## config.mk

```make
export PLATFORM = sky130hd
export DESIGN_NAME = cct16_timer
export DESIGN_NICKNAME = d
export VERILOG_FILES = /design/src/cct16_pkg.sv /design/src/cct16_flag.sv /design/src/cct16_timer.sv
export VERILOG_INCLUDE_DIRS = /design/src /design/src/src
export SDC_FILE = /design/constraint.sdc
export NUM_CORES = 1
export LEC_CHECK = 0
export BUFFER_PORTS_ARGS = -buffer_cell sky130_fd_sc_hd__buf_2
export CAP_MARGIN = 20
export CELL_PAD_IN_SITES_DETAIL_PLACEMENT = 0
export CELL_PAD_IN_SITES_GLOBAL_PLACEMENT = 1
export CORE_MARGIN = 2
export CORE_UTILIZATION = 53
export CTS_CLUSTER_SIZE = 30
export DETAILED_ROUTE_END_ITERATION = 7
export PLACE_DENSITY = 0.85
export SETUP_SLACK_MARGIN = 0.2
export SYNTH_ARGS = -nofsm -noshare
export SYNTH_HDL_FRONTEND = slang
export SYNTH_SLANG_ARGS = --single-unit
```

## constraint.sdc

```tcl
create_clock -name clk_i -period 5 [get_ports clk_i]
set_input_delay 0.5 -clock clk_i [delete_from_list [all_inputs] [get_ports clk_i]]
set_output_delay 0.5 -clock clk_i [all_outputs]
set_load 0.005 [all_outputs]
```

## src/cct16_cfg.svh

```systemverilog
// Purpose: Constants for the 16-bit capture/compare timer
// Assumes: Byte-wide register port, 250 MHz core clock
// Notes: Definitions only
`ifndef CCT16_CFG_SVH
`define CCT16_CFG_SVH

// ----------------------------------------
// Register offsets
// ----------------------------------------
`define CCT_OFF_CTRL 8'h12
`define CCT_OFF_STAT 8'h13
`define CCT_OFF_CAPH 8'h14
`define CCT_OFF_CAPL 8'h15
`define CCT_OFF_CMPH 8'h16
`define CCT_OFF_CMPL 8'h17
`define CCT_OFF_CNTH 8'h18
`define CCT_OFF_CNTL 8'h19
`define CCT_OFF_ALTH 8'h1A
`define CCT_OFF_ALTL 8'h1B

// ----------------------------------------
// Field positions and values
// ----------------------------------------
`define CCT_BIT_CAP_IE 7
`define CCT_BIT_CMP_IE 6
`define CCT_BIT_OVF_IE 5
`define CCT_BIT_EDGE 1
`define CCT_BIT_LEVEL 0
`define CCT_CNT_PRESET 16'hFFFC
`define CCT_CNT_MAX 16'hFFFF
`define CCT_PRESC_LAST 2'h3
`define CCT_STARTUP_DEF 4064

`endif

```

## src/cct16_pkg.sv

```systemverilog
// Purpose: Types for the 16-bit capture/compare timer
// Assumes: Used with cct16_cfg.svh
// Notes: Nothing is imported
package cct16_pkg;

	typedef struct packed {
		logic capture_irq_enable;
		logic compare_irq_enable;
		logic overflow_irq_enable;
		logic capture_edge_select;
		logic compare_output_level;
	} cct16_ctrl_s;

	typedef struct packed {
		logic capture_flag;
		logic compare_flag;
		logic overflow_flag;
	} cct16_flags_s;

	typedef enum logic [1:0] {
		CCT16_ST_STARTUP,
		CCT16_ST_RUN
	} cct16_state_e;

endpackage

```

## src/cct16_flag.sv

```systemverilog
// Purpose: One timer status flag with its two-step clear
// Assumes: Same clock domain as the timer
// Notes: Set wins over clear in the same cycle
`timescale 1ns/1ps
`include "cct16_cfg.svh"

module cct16_flag (
	input wire logic clk_i,
	input wire logic rst_i,
	input wire logic set_i,
	input wire logic stat_rd_i,
	input wire logic low_acc_i,
	output logic flag_o
);

	logic armed_ff;

	// ----------------------------------------
	// Arming by status read, clear by low access
	// ----------------------------------------
	always_ff @(posedge clk_i or posedge rst_i) begin
		if (rst_i) begin
			armed_ff <= 1'b0;
		end else if (stat_rd_i && flag_o) begin
			armed_ff <= 1'b1;
		end else if (low_acc_i || !flag_o) begin
			armed_ff <= 1'b0;
		end
	end

	// Flags are unaffected by reset in the part; start clear for a defined state
	always_ff @(posedge clk_i or posedge rst_i) begin
		if (rst_i) begin
			flag_o <= 1'b0;
		end else if (set_i) begin
			flag_o <= 1'b1;
		end else if (low_acc_i && armed_ff) begin
			flag_o <= 1'b0;
		end
	end

	set_wins_a: assert property (@(posedge clk_i) disable iff (rst_i)
		set_i |=> flag_o) else $error("flag not set after event");
	clear_needs_arm_a: assert property (@(posedge clk_i) disable iff (rst_i)
		flag_o && !armed_ff && !set_i |=> flag_o) else $error("flag cleared unarmed");

endmodule

```

## src/cct16_timer.sv

```systemverilog
// Purpose: 16-bit capture/compare timer with byte-wide register port
// Assumes: Single 250 MHz clock; rd/wr strobes are one-cycle pulses
// Notes: Read data is registered, valid the cycle after the read strobe
`timescale 1ns/1ps
`include "cct16_cfg.svh"

module cct16_timer #(
	parameter int STARTUP_CYCLES = `CCT_STARTUP_DEF
) (
	input wire logic clk_i,
	input wire logic rst_i,
	input wire logic [7:0] addr_i,
	input wire logic rd_i,
	input wire logic wr_i,
	input wire logic [7:0] wdata_i,
	output logic [7:0] rdata_o,
	input wire logic capture_input_pin_i,
	output logic compare_output_pin_o,
	output logic irq_o
);

	cct16_pkg::cct16_ctrl_s ctrl_ff;
	cct16_pkg::cct16_flags_s flags;
	cct16_pkg::cct16_state_e state_ff;
	logic [1:0] presc_ff;
	logic tick;
	logic [15:0] cnt_ff;
	logic [15:0] cap_ff;
	logic [15:0] cmp_ff;
	logic [7:0] lowbuf_ff;
	logic lowheld_ff;
	logic cmp_inhibit_ff;
	logic cap_inhibit_ff;
	logic [31:0] start_ff;
	logic [2:0] pin_ff;
	logic edge_seen;
	logic cmp_match;
	logic stat_rd;
	logic [7:0] nxt_rdata;

	// ----------------------------------------
	// Startup delay and prescaler
	// ----------------------------------------
	always_ff @(posedge clk_i or posedge rst_i) begin
		if (rst_i) begin
			state_ff <= cct16_pkg::CCT16_ST_STARTUP;
			start_ff <= 32'h0000_0000;
		end else begin
			case (state_ff)
				cct16_pkg::CCT16_ST_STARTUP: begin
					if (start_ff >= 32'(STARTUP_CYCLES - 1)) begin
						state_ff <= cct16_pkg::CCT16_ST_RUN;
					end else begin
						start_ff <= start_ff + 32'h0000_0001;
					end
				end
				cct16_pkg::CCT16_ST_RUN: begin
					state_ff <= cct16_pkg::CCT16_ST_RUN;
				end
				default: begin
					state_ff <= cct16_pkg::CCT16_ST_STARTUP;
				end
			endcase
		end
	end

	always_ff @(posedge clk_i or posedge rst_i) begin
		if (rst_i) begin
			presc_ff <= 2'h0;
		end else if (state_ff == cct16_pkg::CCT16_ST_RUN) begin
			presc_ff <= presc_ff + 2'h1;
		end
	end

	assign tick = (state_ff == cct16_pkg::CCT16_ST_RUN) && (presc_ff == `CCT_PRESC_LAST);

	// ----------------------------------------
	// Free-running counter
	// ----------------------------------------
	// No write path exists: the counter is read-only
	always_ff @(posedge clk_i or posedge rst_i) begin
		if (rst_i) begin
			cnt_ff <= `CCT_CNT_PRESET;
		end else if (tick) begin
			cnt_ff <= cnt_ff + 16'h0001;
		end
	end

	// ----------------------------------------
	// Capture path
	// ----------------------------------------
	always_ff @(posedge clk_i or posedge rst_i) begin
		if (rst_i) begin
			pin_ff <= 3'h0;
		end else begin
			pin_ff <= {pin_ff[1:0], capture_input_pin_i};
		end
	end

	// Only stages 1 and 2 are looked at; stage 0 feeds stage 1 alone
	assign edge_seen = ctrl_ff.capture_edge_select ? (pin_ff[1] && !pin_ff[2])
		: (!pin_ff[1] && pin_ff[2]);

	// Capture register is not reset; held at zero here only for a defined start
	always_ff @(posedge clk_i or posedge rst_i) begin
		if (rst_i) begin
			cap_ff <= 16'h0000;
		end else if (edge_seen && !cap_inhibit_ff) begin
			cap_ff <= cnt_ff;
		end
	end

	always_ff @(posedge clk_i or posedge rst_i) begin
		if (rst_i) begin
			cap_inhibit_ff <= 1'b0;
		end else if (rd_i && addr_i == `CCT_OFF_CAPH) begin
			cap_inhibit_ff <= 1'b1;
		end else if (rd_i && addr_i == `CCT_OFF_CAPL) begin
			cap_inhibit_ff <= 1'b0;
		end
	end

	// ----------------------------------------
	// Compare path
	// ----------------------------------------
	// Compare bytes survive reset, so they start unknown until software writes them
	always_ff @(posedge clk_i) begin
		if (wr_i && addr_i == `CCT_OFF_CMPH) begin
			cmp_ff[15:8] <= wdata_i;
		end else if (wr_i && addr_i == `CCT_OFF_CMPL) begin
			cmp_ff[7:0] <= wdata_i;
		end
	end

	always_ff @(posedge clk_i or posedge rst_i) begin
		if (rst_i) begin
			cmp_inhibit_ff <= 1'b0;
		end else if (wr_i && addr_i == `CCT_OFF_CMPH) begin
			cmp_inhibit_ff <= 1'b1;
		end else if (wr_i && addr_i == `CCT_OFF_CMPL) begin
			cmp_inhibit_ff <= 1'b0;
		end
	end

	assign cmp_match = tick && !cmp_inhibit_ff && (cnt_ff == cmp_ff);

	always_ff @(posedge clk_i or posedge rst_i) begin
		if (rst_i) begin
			compare_output_pin_o <= 1'b0;
		end else if (cmp_match) begin
			compare_output_pin_o <= ctrl_ff.compare_output_level;
		end
	end

	// ----------------------------------------
	// Control register
	// ----------------------------------------
	always_ff @(posedge clk_i or posedge rst_i) begin
		if (rst_i) begin
			ctrl_ff <= '0;
		end else if (wr_i && addr_i == `CCT_OFF_CTRL) begin
			ctrl_ff.capture_irq_enable <= wdata_i[`CCT_BIT_CAP_IE];
			ctrl_ff.compare_irq_enable <= wdata_i[`CCT_BIT_CMP_IE];
			ctrl_ff.overflow_irq_enable <= wdata_i[`CCT_BIT_OVF_IE];
			ctrl_ff.capture_edge_select <= wdata_i[`CCT_BIT_EDGE];
			ctrl_ff.compare_output_level <= wdata_i[`CCT_BIT_LEVEL];
		end
	end

	// ----------------------------------------
	// Status flags
	// ----------------------------------------
	assign stat_rd = rd_i && (addr_i == `CCT_OFF_STAT);

	cct16_flag u_cap_flag (
		.clk_i(clk_i),
		.rst_i(rst_i),
		.set_i(edge_seen && !cap_inhibit_ff),
		.stat_rd_i(stat_rd),
		.low_acc_i(rd_i && addr_i == `CCT_OFF_CAPL),
		.flag_o(flags.capture_flag)
	);

	cct16_flag u_cmp_flag (
		.clk_i(clk_i),
		.rst_i(rst_i),
		.set_i(cmp_match),
		.stat_rd_i(stat_rd),
		.low_acc_i((rd_i || wr_i) && addr_i == `CCT_OFF_CMPL),
		.flag_o(flags.compare_flag)
	);

	cct16_flag u_ovf_flag (
		.clk_i(clk_i),
		.rst_i(rst_i),
		.set_i(tick && cnt_ff == `CCT_CNT_MAX),
		.stat_rd_i(stat_rd),
		.low_acc_i((rd_i || wr_i) && addr_i == `CCT_OFF_CNTL),
		.flag_o(flags.overflow_flag)
	);

	assign irq_o = (flags.capture_flag && ctrl_ff.capture_irq_enable)
		|| (flags.compare_flag && ctrl_ff.compare_irq_enable)
		|| (flags.overflow_flag && ctrl_ff.overflow_irq_enable);

	// ----------------------------------------
	// Low-byte buffer and read data
	// ----------------------------------------
	always_ff @(posedge clk_i or posedge rst_i) begin
		if (rst_i) begin
			lowheld_ff <= 1'b0;
			lowbuf_ff <= 8'h00;
		end else if (rd_i && (addr_i == `CCT_OFF_CNTH || addr_i == `CCT_OFF_ALTH)) begin
			if (!lowheld_ff) begin
				lowbuf_ff <= cnt_ff[7:0];
			end
			lowheld_ff <= 1'b1;
		end else if (rd_i && (addr_i == `CCT_OFF_CNTL || addr_i == `CCT_OFF_ALTL)) begin
			lowheld_ff <= 1'b0;
		end
	end

	always_comb begin
		nxt_rdata = 8'h00;
		case (addr_i)
			`CCT_OFF_CTRL: nxt_rdata = {ctrl_ff.capture_irq_enable,
				ctrl_ff.compare_irq_enable, ctrl_ff.overflow_irq_enable, 3'h0,
				ctrl_ff.capture_edge_select, ctrl_ff.compare_output_level};
			`CCT_OFF_STAT: nxt_rdata = {flags, 5'h00};
			`CCT_OFF_CAPH: nxt_rdata = cap_ff[15:8];
			`CCT_OFF_CAPL: nxt_rdata = cap_ff[7:0];
			`CCT_OFF_CMPH: nxt_rdata = cmp_ff[15:8];
			`CCT_OFF_CMPL: nxt_rdata = cmp_ff[7:0];
			`CCT_OFF_CNTH, `CCT_OFF_ALTH: nxt_rdata = cnt_ff[15:8];
			`CCT_OFF_CNTL, `CCT_OFF_ALTL: begin
				nxt_rdata = lowheld_ff ? lowbuf_ff : cnt_ff[7:0];
			end
			default: nxt_rdata = 8'h00;
		endcase
	end

	always_ff @(posedge clk_i or posedge rst_i) begin
		if (rst_i) begin
			rdata_o <= 8'h00;
		end else if (rd_i) begin
			rdata_o <= nxt_rdata;
		end
	end

	// ----------------------------------------
	// Checks
	// ----------------------------------------
	tick_spacing_a: assert property (@(posedge clk_i) disable iff (rst_i)
		tick |=> !tick [*3] ##1 tick) else $error("tick spacing not four");
	count_step_a: assert property (@(posedge clk_i) disable iff (rst_i)
		tick |=> cnt_ff == $past(cnt_ff) + 16'h0001) else $error("counter step wrong");
	count_hold_a: assert property (@(posedge clk_i) disable iff (rst_i)
		!tick |=> $stable(cnt_ff)) else $error("counter moved off tick");
	capture_load_a: assert property (@(posedge clk_i) disable iff (rst_i)
		edge_seen && !cap_inhibit_ff |=> cap_ff == $past(cnt_ff)) else $error("capture missed");
	compare_pin_a: assert property (@(posedge clk_i) disable iff (rst_i)
		cmp_match |=> compare_output_pin_o == $past(ctrl_ff.compare_output_level))
		else $error("compare pin wrong");
	compare_inhibit_a: assert property (@(posedge clk_i) disable iff (rst_i)
		wr_i && addr_i == `CCT_OFF_CMPH |=> !cmp_match) else $error("match while inhibited");
	overflow_set_a: assert property (@(posedge clk_i) disable iff (rst_i)
		tick && cnt_ff == `CCT_CNT_MAX |=> flags.overflow_flag && cnt_ff == 16'h0000)
		else $error("overflow not flagged");
	mirror_keeps_a: assert property (@(posedge clk_i) disable iff (rst_i)
		flags.overflow_flag && !wr_i && addr_i == `CCT_OFF_ALTL |=> flags.overflow_flag)
		else $error("mirror read cleared overflow");
	irq_gate_a: assert property (@(posedge clk_i) disable iff (rst_i)
		irq_o |-> (flags & {ctrl_ff.capture_irq_enable, ctrl_ff.compare_irq_enable,
		ctrl_ff.overflow_irq_enable}) != 3'h0) else $error("irq without enabled flag");
	buffer_hold_a: assert property (@(posedge clk_i) disable iff (rst_i)
		lowheld_ff && !(rd_i && (addr_i == `CCT_OFF_CNTL || addr_i == `CCT_OFF_ALTL))
		|=> $stable(lowbuf_ff)) else $error("low buffer changed");

	cap_seen_c: cover property (@(posedge clk_i) disable iff (rst_i) edge_seen);
	cmp_seen_c: cover property (@(posedge clk_i) disable iff (rst_i) cmp_match);
	wrap_seen_c: cover property (@(posedge clk_i) disable iff (rst_i)
		tick && cnt_ff == `CCT_CNT_MAX);
	irq_seen_c: cover property (@(posedge clk_i) disable iff (rst_i) irq_o);

endmodule

```

### Yosys cells after proc, flatten, opt, wreduce, memory -nomap -nowiden

Index checks and enable logic that the tools add are counted.

| word-level totals | value |
|---|---|
| flip-flop bits (word level) | 118 |
| logic and storage cells | 124 |

| cells by class | value |
|---|---|
| $add $sub $neg | 3 |
| magnitude comparators | 1 |
| equality and inequality tests | 15 |
| muxes and demuxes | 23 |
| bitwise gates (word level) | 2 |
| reductions and logical operators | 55 |

Operator list:

| operator | number |
|---|---|
| equality test 8 x 5 -> 1 bit (second input constant) | 10 |
| case mux 8 bit (8 select lines) | 1 |
| adder 32 x 1 -> 32 bit (second input constant) | 1 |
| >= comparator 32 x 12 -> 1 bit (second input constant) | 1 |
| logical AND 1 bit | 26 |
| two-way mux 1 bit | 19 |
| nonzero test 2 bit | 9 |
| adder 16 x 1 -> 16 bit (second input constant) | 1 |
| equality test 16 bit | 1 |
| equality test 16 bit (second input constant) | 1 |
| logical OR 1 bit | 8 |
| two-way mux 8 bit | 1 |
| zero test 1 bit | 7 |
| case mux 2 bit (2 select lines) | 1 |
| AND reduction 2 bit | 2 |
| OR reduction 2 bit | 2 |
| adder 2 x 1 -> 2 bit (second input constant) | 1 |
| equality test 2 x 1 -> 1 bit (second input constant) | 1 |
| equality test 2 bit (second input constant) | 1 |
| zero test 2 bit | 1 |
| two-way mux 2 bit | 1 |
| != test 2 bit (second input constant) | 1 |
| NOT 1 bit | 2 |

### Longest topological paths before layout

| logic depth | value |
|---|---|
| depth after elaboration | 5 |
| mapped depth | 7 |
| depth with buffers taken out | 7 |

### Cells and area by module

A second synthesis with hierarchy kept.

| unflattened totals | value |
|---|---|
| cells, all modules | 441 |
| area total of the unflattened synthesis | 5,301.3 um^2 |

Modules (own cells, without submodules):

| module | cells each | instances | area each (um^2) | sequential area each (um^2) |
|---|---|---|---|---|
| cct16_timer | 420 | 1 | 5,064.9 | 2,875.3 |
| cct16_flag | 7 | 3 | 78.8 | 50.0 |

### Worst setup path before layout

OpenSTA, ideal clock, no wires.

| path | value |
|---|---|
| path type | input-to-reg |
| start | input addr_i[5] |
| end | register lowbuf_ff[0] |
| slack | 2.433 ns |
| buffers on the path | 1 |
| setup time | 0.125 ns |
| stages on the path | 6 |
| arrival time | 2.442 ns |
| path through | or4b_4 > or3b_4 > or2_1 > or3_1 > buf_6 > mux2_4 |

| on the way | value |
|---|---|
| longest elaborated chain between the ends | 3 |
| elaborated cells between the ends (all ways) | 4 |
| classes of those cells | eq/ne (2); reduce/logical (2) |

RTL lines:

| element | line | text |
|---|---|---|
| start: declaration | cct16_timer.sv:12 | `input wire logic [7:0] addr_i,` |
| equality test 8 x 5 -> 1 bit | n/a |  |
| logical OR 1 bit (no source line) * | n/a |  |
| logical AND 1 bit * | cct16_timer.sv:213 | `` end else if (rd_i && (addr_i == `CCT_OFF_CNTH \|\| addr_i == `CCT_OFF_ALTH)) begin `` |
| end signal: assignment | cct16_timer.sv:215 | `lowbuf_ff <= cnt_ff[7:0];` |
| end: declaration | cct16_timer.sv:30 | `logic [7:0] lowbuf_ff;` |

Mark *: on every way between the ends. The rest lies on a longest branch, timed or not.
A chain may end at the register's enable or synchronous reset.

### Worst setup path after layout

| path | value |
|---|---|
| start | register start_ff[0] |
| end | register start_ff[9] |

| on the way | value |
|---|---|
| longest elaborated chain between the ends | 3 |
| elaborated cells between the ends (all ways) | 4 |
| classes of those cells | add/sub (1); order compare (1); bitwise (1); reduce/logical (1) |

RTL lines:

| element | line | text |
|---|---|---|
| start: declaration | cct16_timer.sv:34 | `logic [31:0] start_ff;` |
| start signal: assignment | cct16_timer.sv:54 | `start_ff <= start_ff + 32'h0000_0001;` |
| >= comparator 32 x 12 -> 1 bit | cct16_timer.sv:51 | `if (start_ff >= 32'(STARTUP_CYCLES - 1)) begin` |
| NOT 1 bit (no source line) | n/a |  |
| AND reduction 2 bit (no source line) | n/a |  |

Parallel ways exist; a longest one is shown, timed or not.

==> impl_metrics.tcl <==
set metrics [dict create \
    stdcell_area_mm2 0.00598 \
    cts_root_buffer "sky130_fd_sc_hd__clkbuf_8" \
    fmax_mhz 388 \
    gp_congestion 0.826 \
    drt-total-wl_um 10800 \
    yosys.cell_count.top_type "sky130_fd_sc_hd__dfrtp_1" \
    route.antenna.remaining_nets 0 \
    power.leakage_nw 2.69 \
    first_global_vias 3142 \
    avgRoutedWirePerCell_um 18.7 \
    dr.first_iter.drc_count 236 \
    maximum_number_of_pins_on_one_net_before_global_route_repair 64 \
    floorplan.die.width_um 103 \
    highest_fanout_seen_on_the_critical_path 10 \
    synth_fp_nets 444 \
    max_cap_violations 0 \
    post_synth_mux_area_share 0.129 \
    r2r_slack_ps 2420 \
    place_ws_ps 2140 \
    synthTopCellsByArea "sky130_fd_sc_hd__dfrtp_1 (42%), sky130_fd_sc_hd__edfxtp_1 (9.2%), sky130_fd_sc_hd__dfstp_2 (7.0%)" \
    rr_startpoint "start_ff[0]" \
    synth_sequential_area_ratio 0.580 \
    grt_pass1_wl_um 17400 \
    cts_num_sinks 117 \
    drive_gt1_frac 0.279 \
    finalCritPeriodShare 0.516 \
    worst_slack_ps 2420 \
    synth.avg_cell_area_um2 12.4 \
    n_fill_cell 756 \
    yosysTopAreaCell "sky130_fd_sc_hd__dfrtp_1" \
    grtUsageTotal 0.226 \
    cells_after_synthesis 420 \
    unrepaired_setup_endpoints_after_global_routing "no" \
    status "complete, no violations" \
    timing_hold_violations_final 0 \
    finish.net_count 455 \
    worst-r2r-cell-count 7 \
    power_density_mw_per_mm2 371 \
    post-route-util 0.617 \
    initial_util 0.539 \
    vdd_drop_max_mv 0.282 \
    synth_async_sr_flop_share 0.863 \
    cts_made_buffers 17 \
    number_of_inserted_diodes 0 \
    tns_ps 0 \
    post-route-min-period_ps 2580 \
    synth-simple-area-share 0.116 \
    crit_path_cell_trace "ha_1 -> a41o_1 -> and4_1 -> nor4_4 -> inv_1 -> or3_1 -> xnor2_1" \
    cts-htree-levels 4 \
    netlist_area_before_placement_mm2 0.00522 \
    numPortBuffers 30 \
    slew_headroom 0.265 \
    tritoncts_clock_tree "built" \
    yosys_warnings 0 \
    cp_data_arrival_time_ps 2980 \
    die_area_mm2 0.0107 \
    regToRegEndpoint "start_ff[9]" \
    critPathKind "reg2reg" \
    worst_skew_pair.late_latency_ps 520 \
    synth_xor_area_frac 0.0705 \
    area_share_of_the_largest_cell_type_after_synthesis 0.417 \
    setup_viol 0 \
    io-pin-count 31 \
    cp.required_ps 5400 \
    timing.hold.worst.class "in2async" \
    drt_first_pass_iters 4 \
    synth_area_in_compound_gates 0.0604 \
    startpoint_type_of_the_worst_setup_path "flip-flop" \
    global_route.overflow_total 0 \
    die_y_um 103 \
    placement.cell_area_mm2 0.00540 \
    hold_buffers 0 \
    synth_common_cells "sky130_fd_sc_hd__dfrtp_1 (87), sky130_fd_sc_hd__clkbuf_1 (37), sky130_fd_sc_hd__nand2_1 (29)" \
    syn2layout_area_growth_pct 14.5 \
    timing.critical_path.to_type "flip-flop" \
    drc_errors 0 \
    cts.clk_slew.worst_paths_ps 50 \
    worst_pin_slew_ps 1090 \
    cpMaxStageDelayCell "sky130_fd_sc_hd__nor4_4" \
    cts-root-to-sink-buffers 2 \
    synth.distinct_cells 53 \
    synth-edff-count 16 \
    cts_post_setup_buffers_inserted 0 \
    via_per_inst 5.56 \
    cpPeakStageDelay_ps 530 \
    ys_dominant_reg_cell "sky130_fd_sc_hd__dfrtp_1" \
    synth_top_family_by_area "multiplexers" \
    worst_case_clock_skew_ps 11.3 \
    placementRows 36 \
    ys_ff_latch 117 \
    detailed_place_hpwl_um 7370 \
    cp-endpoint "start_ff[9]" \
    vias 3210 \
    grt_antenna_before_repair 0 \
    design.core.area_mm2 0.00968 \
    maxSlewViolCount 0 \
    timing.critical_path.from "start_ff[0]" \
    total_of_cells_resized_after_clock_tree_synthesis 0 \
    post_synth_fa_ha_maj_area_fraction 0.00719 \
]
## stage by stage
stage                     hold slack [ps]  power (mW)  std cells
after floorplan                       331        1.05        420
after CTS                            14.4        2.24        577
final                                15.5        2.22        577
after global placement                345        1.07        545
after detailed placement              338        1.07        545
after global routing                 49.3        2.29        577
## where the power goes
part	internal (mW)	switching, mW
Sequential	0.974	0.00912
Combinational	0.0270	0.0461
Clock	0.760	0.401
Total	1.76	0.456
## worst min path at each step
| stage | from | endpoint | slack, ps | cells after the start |
|---|---|---|---|---|
| after floorplan | pin_ff[0] | pin_ff[1] | 330 | 0 |
| after global placement | pin_ff[0] | pin_ff[1] | 340 | 0 |
| after detailed placement | pin_ff[0] | pin_ff[1] | 340 | 0 |
| after CTS | rst_i | cap_ff[14] | 10 | 2 |
| after global routing | rst_i | cap_ff[6] | 50 | 2 |
| final | rst_i | cap_ff[14] | 20 | 2 |
## final cells by class
type	instances	area [um^2]	area share
Sequential cell	117	3030	0.506
Multi-Input combinational cell	253	2000	0.334
Clock buffer	23	478	0.0800
Timing Repair Buffer	33	173	0.0289
Tap cell	133	166	0.0278
Clock inverter	9	98.8	0.0165
Inverter	9	36.3	0.00607
## layer usage
| metal | up-vias | routed length [um] | track usage |
|---|---|---|---|
| met4 | 0 | 81 | 0.0891 |
| met3 | 4 | 649 | 0.0585 |
| met1 | 1600 | 4990 | 0.339 |
| li1 | 1506 | - | - |
| met2 | 100 | 5070 | 0.316 |
| met5 | - | 0 | 0 |
## kinds of logic (layout without fill, tap and decap cells)
family          after synthesis  in the layout
flops                       117            117
xor+xnor                     42             42
mux                          51             51
simple gates                113            113
compound gates               44             44
buf+inv                      50             74
fa+ha+maj                     3              3
## flip-flops by register name (all words and copies together), names as in the netlist
name                  flops
u_ovf_flag.flag_o         1
start_ff                 32
pin_ff                    3
lowbuf_ff                 8
cmp_ff                   16
u_cap_flag.armed_ff       1
u_cmp_flag.armed_ff       1
ctrl_ff                   5
cnt_ff                   16
u_ovf_flag.armed_ff       1
lowheld_ff                1
cap_inhibit_ff            1
cap_ff                   16
compare_output_pin_o      1
state_ff                  1
u_cap_flag.flag_o         1
rdata_o                   8
cmp_inhibit_ff            1
u_cmp_flag.flag_o         1
presc_ff                  2
## cells in the final DEF, fill, tap and decap left out, types with 9 or more instances in the layout
cell type                   instances
sky130_fd_sc_hd__dfstp_2           14
sky130_fd_sc_hd__edfxtp_1          16
sky130_fd_sc_hd__clkbuf_16         17
sky130_fd_sc_hd__nor4_1             9
sky130_fd_sc_hd__a21oi_1           11
sky130_fd_sc_hd__mux2i_1           10
sky130_fd_sc_hd__buf_2             30
sky130_fd_sc_hd__nor2_1            23
sky130_fd_sc_hd__nand4_1           11
sky130_fd_sc_hd__mux2_2            26
sky130_fd_sc_hd__nand2_1           29
sky130_fd_sc_hd__xor2_1            19
sky130_fd_sc_hd__xnor2_1           23
sky130_fd_sc_hd__dfrtp_1           87
## worst max-delay path: cells and delay by family (launching register included)
| family | cells | cell delay, ps |
|---|---|---|
| and+or+nand+nor | 3 | 1160 |
| buffers and inverters | 1 | 180 |
| DFF | 1 | 430 |
| adders and majority gates | 1 | 300 |
| AOI/OAI and AO/OA | 1 | 260 |
| xor gates and xnor gates | 1 | 130 |
No activity file was read; power rests on OpenSTA's default activity.
